`src/rtl/dpdm_regs.svh`:
```
`ifndef DPDM_REGS_SVH
`define DPDM_REGS_SVH

// ----------------------------------------------------------------------
// register map (word index on the plain register port)
// ----------------------------------------------------------------------
`define DPDM_ADDR_W         2
`define DPDM_ADDR_CNT_FIRST 2'h0
`define DPDM_ADDR_CNT_SECND 2'h1
`define DPDM_ADDR_PIN_SEL   2'h2

// ----------------------------------------------------------------------
// pin_source_select fields and reset value
// ----------------------------------------------------------------------
`define DPDM_SEL_R1_BIT     0
`define DPDM_SEL_R2_HI      5
`define DPDM_SEL_R2_LO      4
`define DPDM_SEL_RESET      8'h01
`define DPDM_R1_RESET       1'h1
`define DPDM_R2_RESET       2'h0
`define DPDM_R2_BAD         2'h3

// ----------------------------------------------------------------------
// timing
// ----------------------------------------------------------------------
`define DPDM_CLK_PERIOD_NS  100
`define DPDM_SLOT_NS        992
`define DPDM_CYCLE_NS       254000
`define DPDM_SLOTS          256
`define DPDM_COUNT_W        8

`endif

```
`src/rtl/dpdm_pkg.sv`:
```
package dpdm_pkg;

  // ----------------------------------------------------------------------
  // source of the second pin
  // ----------------------------------------------------------------------
  typedef enum logic [1:0] {
    DPDM_R2_GENOUT = 2'b00,
    DPDM_R2_MOD    = 2'b01,
    DPDM_R2_LATCH  = 2'b10
  } dpdm_route2_t;

  // state of one modulator channel
  typedef struct packed {
    logic [7:0] count_q;
    logic       out_q;
  } dpdm_ch_state_t;

  // state of the top level
  typedef struct packed {
    logic [7:0] div_q;
    logic [7:0] idx_q;
    logic [7:0] cnt_first_q;
    logic [7:0] cnt_secnd_q;
    logic       route1_q;
    logic [1:0] route2_q;
    logic [7:0] rdata_q;
  } dpdm_top_state_t;

  // bit reversal spreads slot numbers over the cycle
  function automatic logic [7:0] dpdm_bitrev(input logic [7:0] v);
    logic [7:0] r;
    r = 8'h00;
    for (int i = 0; i < 8; i++) begin
      r[i] = v[7 - i];
    end
    return r;
  endfunction

endpackage

```
`src/rtl/dpdm_channel.sv`:
```
`timescale 1ns/10ps
`include "dpdm_regs.svh"

module dpdm_channel (
  // clock and reset
  input  wire logic       clk_i,
  input  wire logic       rst_ni,
  // slot timing
  input  wire logic       tick_i,
  input  wire logic [7:0] next_idx_i,
  // programmed count
  input  wire logic [7:0] count_i,
  // modulator output
  output logic            out_o
);

  dpdm_pkg::dpdm_ch_state_t s_q;
  dpdm_pkg::dpdm_ch_state_t s_d;
  logic [7:0]               eff_count;

  // ----------------------------------------------------------------------
  // slot decision
  // ----------------------------------------------------------------------
  // count taken at cycle start
  assign eff_count = (next_idx_i == 8'h00) ? count_i : s_q.count_q;

  always_comb begin
    s_d = s_q;
    if (tick_i) begin
      s_d.count_q = eff_count;
      s_d.out_q   = dpdm_pkg::dpdm_bitrev(next_idx_i) < eff_count;
    end
  end

  // reset leaves the output low with a zero count
  always_ff @(posedge clk_i or negedge rst_ni) begin
    if (!rst_ni) begin
      s_q <= '0;
    end else begin
      s_q <= s_d;
    end
  end

  assign out_o = s_q.out_q;

  // ----------------------------------------------------------------------
  // checks
  // ----------------------------------------------------------------------
  logic [8:0] acc_q;

  // high slots seen so far in the running cycle
  always_ff @(posedge clk_i or negedge rst_ni) begin
    if (!rst_ni) begin
      acc_q <= 9'h000;
    end else if (tick_i) begin
      acc_q <= (next_idx_i == 8'h00) ? 9'h000 : acc_q + {8'h00, s_q.out_q};
    end
  end
endmodule

```
`src/rtl/dpdm_top.sv`:
```
// The register addresses and the plain strobed port were left to the implementer.
`timescale 1ns/10ps
`include "dpdm_regs.svh"

// What this block does
// - two channels, write-only 8-bit pulse counts
// - pattern repeats every 256 microsecond cycle at 10 MHz
// - each pulse lasts one 1.0 microsecond slot at 10 MHz for counts up to 128
// - pulses spread evenly across the cycle
// - high fraction equals count over 256
// - bit 0 routes first pin, set at reset
// - bits 5:4 pick second pin source
// - select register readable and writable

module dpdm_top #(
  // nearest whole clock count: 1.0 us slot, 256 us cycle at 10 MHz
  parameter int SLOT_CYC = (`DPDM_SLOT_NS + `DPDM_CLK_PERIOD_NS / 2) / `DPDM_CLK_PERIOD_NS
) (
  // clock and reset
  input  wire logic       CLOCK_I,
  input  wire logic       NRST_I,
  // register port
  input  wire logic [1:0] ADDR_I,
  input  wire logic [7:0] WDATA_I,
  input  wire logic       WR_I,
  input  wire logic       RD_I,
  output logic      [7:0] RDATA_O,
  // other pin sources
  input  wire logic       GEN_OUT1_I,
  input  wire logic       GEN_OUT2_I,
  input  wire logic       LATCH2_I,
  // package pins
  output logic            PIN1_O,
  output logic            PIN2_O
);

  // ----------------------------------------------------------------------
  // parameter checks
  // ----------------------------------------------------------------------
  // slot count must be at least one and fit the divider
  if (SLOT_CYC < 1 || SLOT_CYC > 255) begin : g_bad_slot
    $error("SLOT_CYC out of range");
  end
  // index width ties the cycle to 256 slots
  if (`DPDM_SLOTS != 256 || `DPDM_COUNT_W != 8) begin : g_bad_cycle
    $error("cycle must be 256 slots of 8-bit count");
  end

  localparam logic [7:0] SLOT_LAST = 8'(SLOT_CYC - 1);

  // ----------------------------------------------------------------------
  // reset release
  // ----------------------------------------------------------------------
  logic rst_meta_q;
  logic rst_n;

  // async assert, sync release through two stages
  always_ff @(posedge CLOCK_I or negedge NRST_I) begin
    if (!NRST_I) begin
      rst_meta_q <= 1'b0;
      rst_n      <= 1'b0;
    end else begin
      rst_meta_q <= 1'b1;
      rst_n      <= rst_meta_q;
    end
  end

  // ----------------------------------------------------------------------
  // state
  // ----------------------------------------------------------------------
  dpdm_pkg::dpdm_top_state_t s_q;
  dpdm_pkg::dpdm_top_state_t s_d;
  logic                      tick;
  logic [7:0]                next_idx;
  logic                      mod_first;
  logic                      mod_secnd;
  logic [7:0]                sel_view;

  // slot enable from the clock divider
  assign tick     = (s_q.div_q == SLOT_LAST);
  assign next_idx = s_q.idx_q + 8'h01;

  // select register as seen by software
  always_comb begin
    sel_view = 8'h00;
    sel_view[`DPDM_SEL_R1_BIT] = s_q.route1_q;
    sel_view[`DPDM_SEL_R2_HI:`DPDM_SEL_R2_LO] = s_q.route2_q;
  end

  // next state: divider, slot index, registers, read data
  always_comb begin
    s_d = s_q;
    s_d.div_q = tick ? 8'h00 : s_q.div_q + 8'h01;
    if (tick) begin
      s_d.idx_q = next_idx;
    end
    if (WR_I) begin
      unique case (ADDR_I)
        `DPDM_ADDR_CNT_FIRST: s_d.cnt_first_q = WDATA_I;
        `DPDM_ADDR_CNT_SECND: s_d.cnt_secnd_q = WDATA_I;
        `DPDM_ADDR_PIN_SEL: begin
          s_d.route1_q = WDATA_I[`DPDM_SEL_R1_BIT];
          if (WDATA_I[`DPDM_SEL_R2_HI:`DPDM_SEL_R2_LO] != `DPDM_R2_BAD) begin
            s_d.route2_q = WDATA_I[`DPDM_SEL_R2_HI:`DPDM_SEL_R2_LO];
          end
        end
        default: ;
      endcase
    end
    // counts are write-only and read as zero
    s_d.rdata_q = 8'h00;
    if (RD_I) begin
      if (ADDR_I == `DPDM_ADDR_PIN_SEL) begin
        s_d.rdata_q = sel_view;
      end
    end
  end

  // single register stage for all top state
  always_ff @(posedge CLOCK_I or negedge rst_n) begin
    if (!rst_n) begin
      s_q          <= '0;
      s_q.route1_q <= `DPDM_R1_RESET;
      s_q.route2_q <= `DPDM_R2_RESET;
    end else begin
      s_q <= s_d;
    end
  end

  assign RDATA_O = s_q.rdata_q;

  // ----------------------------------------------------------------------
  // modulator channels
  // ----------------------------------------------------------------------
  // both share one slot timebase so their cycles stay aligned
  dpdm_channel u_first (
    .clk_i      (CLOCK_I),
    .rst_ni     (rst_n),
    .tick_i     (tick),
    .next_idx_i (next_idx),
    .count_i    (s_q.cnt_first_q),
    .out_o      (mod_first)
  );

  dpdm_channel u_secnd (
    .clk_i      (CLOCK_I),
    .rst_ni     (rst_n),
    .tick_i     (tick),
    .next_idx_i (next_idx),
    .count_i    (s_q.cnt_secnd_q),
    .out_o      (mod_secnd)
  );

  // ----------------------------------------------------------------------
  // pin multiplexers
  // ----------------------------------------------------------------------
  // first pin source
  assign PIN1_O = s_q.route1_q ? GEN_OUT1_I : mod_first;

  always_comb begin
    unique case (dpdm_pkg::dpdm_route2_t'(s_q.route2_q))
      dpdm_pkg::DPDM_R2_GENOUT: PIN2_O = GEN_OUT2_I;
      dpdm_pkg::DPDM_R2_MOD:    PIN2_O = mod_secnd;
      dpdm_pkg::DPDM_R2_LATCH:  PIN2_O = LATCH2_I;
      default:                  PIN2_O = 1'b0; // code 11 never stored
    endcase
  end

  // ----------------------------------------------------------------------
  // checks
  // ----------------------------------------------------------------------
  // clocks since the last slot tick; slot length is a parameter, so count it
  logic [7:0] gap_q;

  always_ff @(posedge CLOCK_I or negedge rst_n) begin
    if (!rst_n) begin
      gap_q <= 8'h00;
    end else begin
      gap_q <= tick ? 8'h00 : gap_q + 8'h01;
    end
  end
endmodule

```
`config.mk`:
```
export PLATFORM = sky130hd
export DESIGN_NAME = dpdm_top
export DESIGN_NICKNAME = d
export VERILOG_FILES = /design/src/rtl/dpdm_pkg.sv /design/src/rtl/dpdm_channel.sv /design/src/rtl/dpdm_top.sv
export VERILOG_INCLUDE_DIRS = /design/src /design/src/rtl
export SDC_FILE = /design/constraint.sdc
export NUM_CORES = 1
export LEC_CHECK = 0
export BUFFER_PORTS_ARGS = -buffer_cell sky130_fd_sc_hd__buf_2
export CAP_MARGIN = 40
export CELL_PAD_IN_SITES_DETAIL_PLACEMENT = 0
export CELL_PAD_IN_SITES_GLOBAL_PLACEMENT = 1
export CORE_ASPECT_RATIO = 1.1
export CORE_MARGIN = 2
export CORE_UTILIZATION = 40
export CTS_CLUSTER_SIZE = 24
export DETAILED_ROUTE_END_ITERATION = 10
export PLACE_DENSITY_LB_ADDON = 0.1
export SLEW_MARGIN = 0
export SYNTH_ARGS = -nofsm -noshare
export SYNTH_HDL_FRONTEND = slang
export SYNTH_SLANG_ARGS = --single-unit
```
`constraint.sdc`:
```
create_clock -name CLOCK_I -period 4.15 [get_ports CLOCK_I]
set_input_delay 0.6225 -clock CLOCK_I [delete_from_list [all_inputs] [get_ports CLOCK_I]]
set_output_delay 0.6225 -clock CLOCK_I [all_outputs]
set_load 0.05 [all_outputs]
```
==> impl_metrics.env, run 1 <==
export IMPL_outcome="completed"
export IMPL_io_pins=27
export IMPL_syn_avg_cell_area_um2=12.3
export IMPL_antenna_found_initial=0
export IMPL_hold_buffers=0
export IMPL_startpoint_type="register"
export IMPL_ctsLongestPathBuffers=2
export IMPL_final_setup_worst_slack_ps=1130
export IMPL_rr_endpoint="u_first.out_o$_DFFE_PN0N_"
export IMPL_wl_met3_um=123
export IMPL_synth_edff_count=0
export IMPL_place_congestion=0.726
export IMPL_diodes=0
export IMPL_die_w_um=88.2
export IMPL_synthMuxAreaShare_pct=18.3
export IMPL_coreArea_um2=7510
export IMPL_cp_slowest_cell="dfrtp_1"
export IMPL_num_vias=1897
export IMPL_vias_per_cell=4.93
export IMPL_ys_seq_area_share_pct=46.6
export IMPL_clkTransAtPathRegs_ps=60
export IMPL_drt_wirelength_per_cell_um=15.3
export IMPL_cp_required_ps=4370
export IMPL_crit_path_max_incr_delay_ps=470
export IMPL_clk_latency_ps=340
export IMPL_overflow=0
export IMPL_hpwl_um=4240
export IMPL_first_global_vias=2045
export IMPL_ys_ff_latch=58
export IMPL_powerDensity_nw_per_um2=375
export IMPL_synthSimpleGateAreaFrac_pct=12.4
export IMPL_crit_type="reg -> reg"
export IMPL_area_growth_pct=10.9
export IMPL_crit_arrival_ps=3240
export IMPL_synthXorXnorAreaFrac_pct=5.06
export IMPL_hold_violations=0
export IMPL_port_buffers=21
export IMPL_cts_buffers_inserted=9
export IMPL_grt_max_degree=57
export IMPL_drive_gt1_share_pct=29.6
export IMPL_maxSlewViolCount=0
export IMPL_hold_path_class="in -> async"
export IMPL_dr_first_iter_drc_count=56
export IMPL_final_antenna_net_count=0
export IMPL_cts_setup_buffers=0
export IMPL_fin_crit_ps=3020
export IMPL_track_usage_pct=15.8
export IMPL_p_leak_nw=1.71
export IMPL_cts_tree="built"
export IMPL_ys_types=47
export IMPL_dr_wl_met2_um=2680
export IMPL_clock_root_buffer="clkbuf_8"
export IMPL_fin_skew_ps=11.3
export IMPL_routed_wl_um=5900
export IMPL_rr_startpoint="s_q[30]$_DFFE_PN0N_"
export IMPL_rsz0062_at_grt="false"
export IMPL_yosysWarnings=0
export IMPL_cts_max_level=3
export IMPL_die_h_um=96.6
export IMPL_route_detailed_drc=0
export IMPL_synthesis_area_um2=3120
export IMPL_synth_top_family_by_area="multiplexers"
export IMPL_grt_pass1_wl_um=10100
export IMPL_final_nets=310
export IMPL_slew_headroom_pct=49.1
export IMPL_endpoint_kind="register"
export IMPL_clock_fmax_mhz=331
export IMPL_finalSetupTns_ps=0
export IMPL_netlist_instances=254
export IMPL_pre_cts_ws_ps=1110
export IMPL_cap_violations=0
export IMPL_r2r_slack_ps=1130
export IMPL_initial_core_util_pct=41.5
export IMPL_async_reset_ff_share_pct=100
export IMPL_reg2reg_depth=10
export IMPL_wl_met1_um=2950
export IMPL_highest_layer="met4"
export IMPL_critPathMaxFanout=8
export IMPL_timing_critical_path_cells="nand2_1 -> o21a_2 -> o21ai_2 -> buf_4 -> mux2i_1 -> ha_1 -> nand3_1 -> or3_1 -> a211oi_1 -> a32oi_1"
export IMPL_drtPass1Iterations=4
export IMPL_fin_crit_sh_pct=72.8
export IMPL_dieArea_um2=8520
export IMPL_num_rows=33
export IMPL_ys_flop_type="dfrtp_1"
export IMPL_worst_pin_slew_ps=760
export IMPL_ir_drop_mv=0.177
export IMPL_synth_compound_area_share_pct=5.90
export IMPL_fin_util_pct=46.0
export IMPL_ctsResizeCount=0
export IMPL_setup_viol=0
export IMPL_cts_sinks=58
export IMPL_synthAdderAreaFrac_pct=6.82
## cell families after synthesis
| family | Yosys count |
|---|---|
| multiplexers | 49 |
| AO/OA/AOI/OAI | 22 |
| AND/OR/NAND/NOR | 68 |
| flip-flops | 58 |
| other | 2 |
| adder cells (fa/ha/maj) | 17 |
| buffers and inverters | 20 |
| XOR/XNOR | 18 |
## cells in the final DEF, fill, tap and decap left out, drive strengths merged, types with 5 or more instances in the layout
master,Yosys,routed
conb,2,6
mux2,34,34
xnor2,11,11
ha,17,17
nand2,12,12
clkbuf,1,13
buf,15,23
mux2i,15,15
dfrtp,57,57
xor2,7,7
a21oi,5,5
nand3,10,10
nor2,16,16
## metrics by stage
step / instance area [µm²] / hold slack [ps] / instances / total power, mW
CTS: 3460 / 35.8 / 385 / 1.32
finish: 3460 / 53.1 / 385 / 1.30
global placement: 3250 / 339 / 370 / 0.771
global route: 3460 / 29.1 / 385 / 1.36
floorplan: 3130 / 327 / 258 / 0.739
detailed placement: 3250 / 343 / 370 / 0.773
## sequential cells by signal, indices dropped and copies added, names as in the netlist
signal         flops
rst_meta_q         1
u_first.s_q        8
u_secnd.s_q        8
rst_n              1
u_first.out_o      1
u_secnd.out_o      1
RDATA_O            3
s_q               35
## cell usage after synthesis, types with 2 or more instances
master / n / area (µm²)
nor4_1: 3 / 18.8
ha_1: 17 / 213
nand4b_1: 2 / 17.5
dfrtp_1: 57 / 1430
nand4_1: 2 / 12.5
a21oi_1: 4 / 20.0
o211ai_1: 2 / 15.0
nor3_1: 2 / 10.0
a21o_1: 4 / 30.0
xnor2_1: 11 / 96.3
and3_1: 2 / 12.5
o2111ai_1: 2 / 17.5
mux2i_1: 15 / 150
xor2_1: 7 / 61.3
buf_6: 2 / 22.5
and2_1: 3 / 18.8
nand2b_1: 2 / 12.5
buf_4: 10 / 75.1
a211oi_1: 2 / 15.0
inv_1: 4 / 15.0
or4_1: 2 / 15.0
nand3_1: 9 / 45.0
buf_2: 2 / 10.0
mux2_4: 10 / 150
or2_2: 2 / 12.5
nor2_1: 16 / 60.1
or3_1: 2 / 12.5
nand3b_1: 3 / 22.5
mux2_2: 24 / 270
nand2_1: 12 / 45.0
conb_1: 2 / 7.51
a32oi_1: 2 / 17.5
## worst max path at each step
stage,end,slack [ps],startpoint,cells past startpoint
6_report,u_first.out_o$_DFFE_PN0N_,1130,s_q[30]$_DFFE_PN0N_,10
5_1_grt,u_first.out_o$_DFFE_PN0N_,870,s_q[29]$_DFFE_PN0N_,10
4_1_cts,u_first.out_o$_DFFE_PN0N_,1100,s_q[29]$_DFFE_PN0N_,10
3_5_place_dp,u_first.out_o$_DFFE_PN0N_,1110,s_q[30]$_DFFE_PN0N_,10
3_3_place_gp,u_first.out_o$_DFFE_PN0N_,1190,s_q[30]$_DFFE_PN0N_,10
2_1_floorplan,u_secnd.out_o$_DFFE_PN0N_,1590,s_q[29]$_DFFE_PN0N_,11
## routing by layer
layer / up-vias / track usage (%)
li1: 940 / -
met2: 18 / 23.6
met4: 0 / 8.39
met5: - / 0
met1: 928 / 21.0
met3: 11 / 3.58
## layout make-up
| cell class | instances | area, µm² |
|---|---|---|
| clock buffers | 13 | 169 |
| clock inverters | 2 | 35.0 |
| fillers | 726 | 4060 |
| inverters | 4 | 15.0 |
| multi-input cells | 180 | 1530 |
| flip-flops and latches | 58 | 1450 |
| well taps | 105 | 131 |
| repair buffers | 23 | 120 |
## where the power goes
group / leakage [nW] / switching [mW] / internal (mW)
Clock: 0.106 / 0.217 / 0.322
Sequential: 0.747 / 0.0332 / 0.610
Combinational: 0.856 / 0.0632 / 0.0522
Total: 1.71 / 0.313 / 0.985
## worst max-delay path, delay by kind of cell, from the launching register on
kind	cells	cell delay (ps)
flops	1	470
simple gates	3	710
fa+ha+maj	1	290
buf+inv	1	280
compound gates	4	1060
mux	1	90
No activity file was read; power rests on OpenSTA's default activity.
==> run 2, diff against run 1 <==
==> constraint.sdc (replaced) <==
create_clock -name CLOCK_I -period 2.5 [get_ports CLOCK_I]
set_input_delay 0.375 -clock CLOCK_I [delete_from_list [all_inputs] [get_ports CLOCK_I]]
set_output_delay 0.375 -clock CLOCK_I [all_outputs]
set_load 0.05 [all_outputs]
==> impl_metrics.env, run 2 (synthesis gave the netlist of run 1 again) <==
export IMPL_port_buffers=21
export IMPL_slew_headroom_pct=59.0
export IMPL_clk_latency_ps=340
export IMPL_dr_first_iter_drc_count=55
export IMPL_final_common_cell="dfrtp_1"
export IMPL_largestRegisters="s_q (35), u_first.s_q (8), u_secnd.s_q (8)"
export IMPL_first_global_vias=2122
export IMPL_place_congestion=0.792
export IMPL_layout_common_cells="dfrtp_1 (54), mux2_2 (24), buf_4 (24), buf_2 (21), nor2_1 (16)"
export IMPL_startpoint="s_q[27]$_DFFE_PN0N_"
export IMPL_grt_max_degree=32
export IMPL_wl_met3_um=185
export IMPL_final_setup_worst_slack_ps=-11.0
export IMPL_num_vias=2007
export IMPL_hpwl_um=4450
export IMPL_pre_cts_ws_ps=-46.8
export IMPL_finalSetupTns_ps=-20.3
export IMPL_largest_reg_flops=35
export IMPL_startpoint_type="register"
export IMPL_cp_slowest_cell="dfrtp_2"
export IMPL_worst_pin_slew_ps=615
export IMPL_ir_drop_mv=0.351
export IMPL_dieArea_um2=8520
export IMPL_cp_required_ps=2710
export IMPL_die_h_um=96.6
export IMPL_track_usage_pct=16.0
export IMPL_route_detailed_drc=0
export IMPL_final_antenna_net_count=0
export IMPL_final_cell_count_no_fill=412
export IMPL_cts_tree="built"
export IMPL_drtPass1Iterations=4
export IMPL_setup_viol=2
export IMPL_cts_sinks=58
export IMPL_rr_startpoint="s_q[27]$_DFFE_PN0N_"
export IMPL_path_buf_inv=1
export IMPL_vias_per_cell=4.87
export IMPL_wl_met1_um=2920
export IMPL_grt_pass1_wl_um=10300
export IMPL_clkTransAtPathRegs_ps=70
export IMPL_powerDensity_nw_per_um2=534
export IMPL_crit_path_max_incr_delay_ps=450
export IMPL_clock_fmax_mhz=398
export IMPL_regMostFlops="s_q"
export IMPL_routed_wl_um=6190
export IMPL_die_w_um=88.2
export IMPL_drive_gt1_share_pct=38.8
export IMPL_final_nets=336
export IMPL_critPathMaxFanout=5
export IMPL_dp_cells=387
export IMPL_fin_crit_ps=2510
export IMPL_violations="negative setup slack"
export IMPL_area_growth_pct=18.5
export IMPL_rsz0062_at_grt="true"
export IMPL_fin_util_pct=49.2
export IMPL_endpoint_kind="register"
export IMPL_fin_skew_ps=14.0
export IMPL_clock_root_buffer="clkbuf_8"
export IMPL_antenna_found_initial=0
export IMPL_nFillCells=719
export IMPL_maxSlewViolCount=0
export IMPL_highest_layer="met4"
export IMPL_io_pins=27
export IMPL_cap_violations=0
export IMPL_hold_violations=0
export IMPL_fin_crit_sh_pct=100
export IMPL_timing_critical_path_cells="a211o_1 -> a21oi_4 -> o21ai_4 -> buf_6 -> mux2i_1 -> ha_1 -> nand3_2 -> or3_4 -> a211oi_2 -> a32oi_1"
export IMPL_drt_wirelength_per_cell_um=15.0
export IMPL_cp_top_family="compound AO/OA/AOI/OAI gates"
export IMPL_hold_path_class="reg -> async"
export IMPL_num_rows=33
export IMPL_cts_max_level=3
export IMPL_crit_arrival_ps=2720
export IMPL_diodes=0
export IMPL_p_leak_nw=1.83
export IMPL_coreArea_um2=7510
export IMPL_dr_wl_met2_um=2940
export IMPL_overflow=0
export IMPL_cts_buffers_inserted=9
export IMPL_ctsLongestPathBuffers=2
export IMPL_crit_type="reg -> reg"
export IMPL_outcome="complete, but fails checks"
export IMPL_initial_core_util_pct=41.5
## run 2: cell types whose count changed in the layout (fill, tap and decap cells not counted), sizes merged
| cell | before | now |
|---|---|---|
| dlygate4sd3 | 0 | 1 |
| clkbuf | 13 | 12 |
| clkinv | 1 | 4 |
| buf | 23 | 48 |
| bufinv | 1 | 0 |
## run 2: worst register-to-register path: stages, from the launching register on
cell and delay [ps]:
dfrtp_2 450, a211o_1 350, a21oi_4 170, o21ai_4 100
buf_6 150, mux2i_1 120, ha_1 320, nand3_2 80
or3_4 390, a211oi_2 150, a32oi_1 120
## run 2: area by class of cell
class                      instances  area [µm²]  area share (%)
clock inverter                     4        20.0           0.542
timing repair buffer              49         347            9.38
clock buffer                      12         135            3.66
inverter                           4        15.0           0.407
sequential                        58        1460            39.4
multi-input combinational        180        1590            43.0
tap                              105         131            3.56
## run 2: repair_timing
| item | 4_1_cts | 5_1_grt |
|---|---|---|
| pin swaps | 8 | 7 |
| setup endpoints to repair | 2 | 2 |
| hold buffers | 1 | 0 |
| gates resized for setup | 3 | 11 |
| buffers inserted | 7 | 1 |
| hold endpoints to repair | 2 | 0 |
| gates cloned | 0 | 0 |
## run 2: layer usage
metal / track usage [%] / vias to the layer above
met3: 4.10 / 12
met4: 7.69 / 0
li1: - / 994
met5: 0 / -
met1: 21.6 / 981
met2: 23.9 / 20
## run 2: power by group
part / total (mW) / switching [mW] / leakage [nW] / internal (mW)
combinational: 0.191 / 0.0981 / 1.00 / 0.0928
sequential: 1.08 / 0.0643 / 0.744 / 1.01
clock: 0.705 / 0.352 / 0.0839 / 0.353
## run 2: path summary, 6_finish.rpt
path,end,slack [ps],cells after the start
min in group CLOCK_I,s_q[22]$_DFFE_PN0P_,290,2
setup reg to reg,u_secnd.out_o$_DFFE_PN0N_,-10,10
setup / recovery,u_secnd.out_o$_DFFE_PN0N_,-10,10
max in group asynchronous,s_q[10]$_DFFE_PN1P_,1550,1
hold reg to reg,s_q[25]$_DFFE_PN0P_,290,0
hold / removal,s_q[25]$_DFFE_PN0P_,290,0
## run 2: stage by stage
| stage | hold slack (ps) | power (mW) | instance area, µm² |
|---|---|---|---|
| detailed placement | 162 | 1.28 | 3410 |
| finish | 288 | 1.97 | 3690 |
| CTS | 271 | 2.01 | 3640 |
| global route | 278 | 2.09 | 3690 |
| floorplan | 79.4 | 1.23 | 3140 |
| global placement | 161 | 1.28 | 3410 |
==> run 3, diff against run 2 <==
--- a/config.mk
+++ b/config.mk
@@ -7,7 +7,7 @@
 export NUM_CORES = 1
 export LEC_CHECK = 0
 export BUFFER_PORTS_ARGS = -buffer_cell sky130_fd_sc_hd__buf_2
-export CAP_MARGIN = 40
+export CAP_MARGIN = 5
 export CELL_PAD_IN_SITES_DETAIL_PLACEMENT = 0
 export CELL_PAD_IN_SITES_GLOBAL_PLACEMENT = 1
 export CORE_ASPECT_RATIO = 1.1
==> constraint.sdc (replaced) <==
create_clock -name CLOCK_I -period 2.5 [get_ports CLOCK_I]
set_input_delay 0.125 -clock CLOCK_I [delete_from_list [all_inputs] [get_ports CLOCK_I]]
set_output_delay 0.125 -clock CLOCK_I [all_outputs]
set_load 0.05 [all_outputs]
==> impl_metrics.env, run 3 (synthesis gave the netlist of run 1 again) <==
export IMPL_outcome="complete, but fails checks"
export IMPL_violations="negative setup slack"
export IMPL_p_clk_share_pct=39.3
export IMPL_nFillCells=729
export IMPL_crit_arrival_ps=2710
export IMPL_holdWs_ps=42.6
export IMPL_pre_cts_ws_ps=-28.0
export IMPL_fin_crit_sh_pct=100
export IMPL_path_depth=10
export IMPL_rr_endpoint="u_first.out_o$_DFFE_PN0N_"
export IMPL_placed_area_um2=3410
export IMPL_layout_common_cells="dfrtp_1 (54), mux2_2 (24), buf_2 (21), buf_4 (19)"
export IMPL_coreArea_um2=7510
export IMPL_regMostFlops="s_q"
export IMPL_cp_top_family="compound AO/OA/AOI/OAI gates"
export IMPL_crit_path_max_incr_delay_ps=450
export IMPL_diodes=0
export IMPL_final_common_cell="dfrtp_1"
export IMPL_route_detailed_drc=0
export IMPL_design_area_um2=3670
export IMPL_timing_critical_path_cells="a211o_1 -> a21oi_4 -> o21ai_4 -> buf_12 -> mux2i_1 -> ha_1 -> nand3_2 -> or3_4 -> a211oi_2 -> a32oi_1"
export IMPL_seq_power_share_pct=51.6
export IMPL_overflow=0
export IMPL_largestRegisters="s_q (35), u_first.s_q (8), u_secnd.s_q (8)"
export IMPL_setup_viol=2
export IMPL_drtPass1Iterations=4
export IMPL_cts_max_level=3
export IMPL_clock_fmax_mhz=399
export IMPL_fin_crit_ps=2510
export IMPL_port_buffers=21
export IMPL_rr_startpoint="s_q[28]$_DFFE_PN0N_"
export IMPL_multi_input_area_um2=1580
export IMPL_path_buf_inv=1
export IMPL_ir_drop_mv=0.301
export IMPL_p_sw_share_pct=25.1
export IMPL_dr_first_iter_drc_count=82
export IMPL_startpoint="s_q[28]$_DFFE_PN0N_"
export IMPL_hold_violations=0
export IMPL_first_global_vias=2058
export IMPL_final_nets=331
export IMPL_endpoint_kind="register"
export IMPL_startpoint_type="register"
export IMPL_num_rows=33
export IMPL_cp_slowest_cell="dfrtp_2"
export IMPL_drive_gt1_share_pct=36.8
export IMPL_internal_power_mw=1.56
export IMPL_regArea_um2=1460
export IMPL_crit_type="reg -> reg"
export IMPL_cts_tree="built"
export IMPL_grt_pass1_wl_um=10300
export IMPL_drt_wirelength_per_cell_um=14.8
export IMPL_p_leak_nw=1.82
export IMPL_clkTransAtPathRegs_ps=70
export IMPL_worst_pin_slew_ps=803
export IMPL_initial_core_util_pct=41.5
export IMPL_r2r_slack_ps=-7
export IMPL_clk_latency_ps=330
export IMPL_area_growth_pct=17.9
export IMPL_hold_start="WDATA_I[7]"
export IMPL_largest_reg_flops=35
export IMPL_grt_max_degree=32
export IMPL_powerDensity_nw_per_um2=567
export IMPL_dieArea_um2=8520
export IMPL_maxSlewViolCount=0
export IMPL_final_setup_worst_slack_ps=-7.05
export IMPL_track_usage_pct=15.7
export IMPL_vias_per_cell=4.84
export IMPL_routed_wl_um=6030
export IMPL_io_pins=27
export IMPL_cts_sinks=58
export IMPL_num_vias=1970
export IMPL_die_h_um=96.6
export IMPL_p_sw_mw=0.522
export IMPL_hpwl_um=4450
export IMPL_fin_util_pct=48.9
export IMPL_clock_root_buffer="clkbuf_8"
export IMPL_critPathMaxFanout=9
export IMPL_ctsLongestPathBuffers=2
export IMPL_cts_buffers_inserted=9
export IMPL_cp_required_ps=2710
export IMPL_rsz0062_at_grt="true"
export IMPL_cap_violations=0
export IMPL_combPwrFrac_pct=9.1
export IMPL_crit_end="u_first.out_o$_DFFE_PN0N_"
export IMPL_antenna_found_initial=0
export IMPL_hold_path_class="in -> reg"
export IMPL_place_congestion=0.791
export IMPL_power_mw=2.08
export IMPL_slew_headroom_pct=46.2
export IMPL_die_w_um=88.2
export IMPL_reg2reg_depth=10
export IMPL_fin_skew_ps=11.9
export IMPL_final_antenna_net_count=0
-- run 3: cell types whose count changed in the layout (fill, tap and decap cells not counted) --
cell / previous run / this run
ha_4: 0 / 1
ha_2: 2 / 0
nand3_2: 2 / 3
mux2i_1: 14 / 15
bufinv_16: 0 / 1
buf_4: 24 / 19
clkinv_2: 4 / 3
mux2i_2: 1 / 0
nand3_4: 1 / 0
ha_1: 15 / 16
nand2_2: 1 / 0
nand2_1: 11 / 12
-- run 3: power groups by stage --
stage,clock [mW],combinational (mW),sequential [mW]
final,0.819,0.189,1.07
after global routing,0.898,0.209,1.09
after CTS,0.852,0.190,1.08
after detailed placement,0,0.188,1.09
after global placement,0,0.185,1.10
after floorplan,0,0.149,1.08
-- run 3: per-stage QoR --
stage          std cells  setup TNS [ps]
2_1_floorplan        258           -51.9
3_3_place_gp         386               0
3_5_place_dp         386           -38.8
4_1_cts              405               0
5_1_grt              407            -259
6_report             407           -9.36
-- run 3: worst min-delay path by stage --
| stage | endpoint | slack (ps) | depth (start not counted) |
|---|---|---|---|
| finish | s_q[18]$_DFFE_PN0P_ | 40 | 2 |
| global route | s_q[18]$_DFFE_PN0P_ | 30 | 2 |
| CTS | s_q[18]$_DFFE_PN0P_ | 20 | 2 |
| detailed placement | rst_meta_q$_DFF_PN0_ | -90 | 1 |
| global placement | rst_meta_q$_DFF_PN0_ | -90 | 1 |
| floorplan | rst_meta_q$_DFF_PN0_ | -170 | 0 |
-- run 3: area by class of cell --
cell class	count	share of cell area, %
multi-input combinational	180	43.1
timing repair buffer	44	8.41
clock buffer	12	3.68
sequential	58	39.6
clock inverter	4	1.23
inverter	4	0.409
tap	105	3.58
-- run 3: what timing repair did --
action / in CTS / in global routing
buffers inserted: 2 / 2
pin swaps: 0 / 2
endpoints found under the hold margin: 2 / 0
hold buffers: 1 / 0
setup endpoints to repair: 2 / 2
gates resized for setup: 3 / 8
-- run 3: layer usage --
layer	up-vias	track usage (%)	share of wire [%]
li1	982	-	-
met1	966	21.9	49
met2	18	23.6	48
met3	4	4.10	2.3
met4	0	5.24	0.80
met5	-	0	0
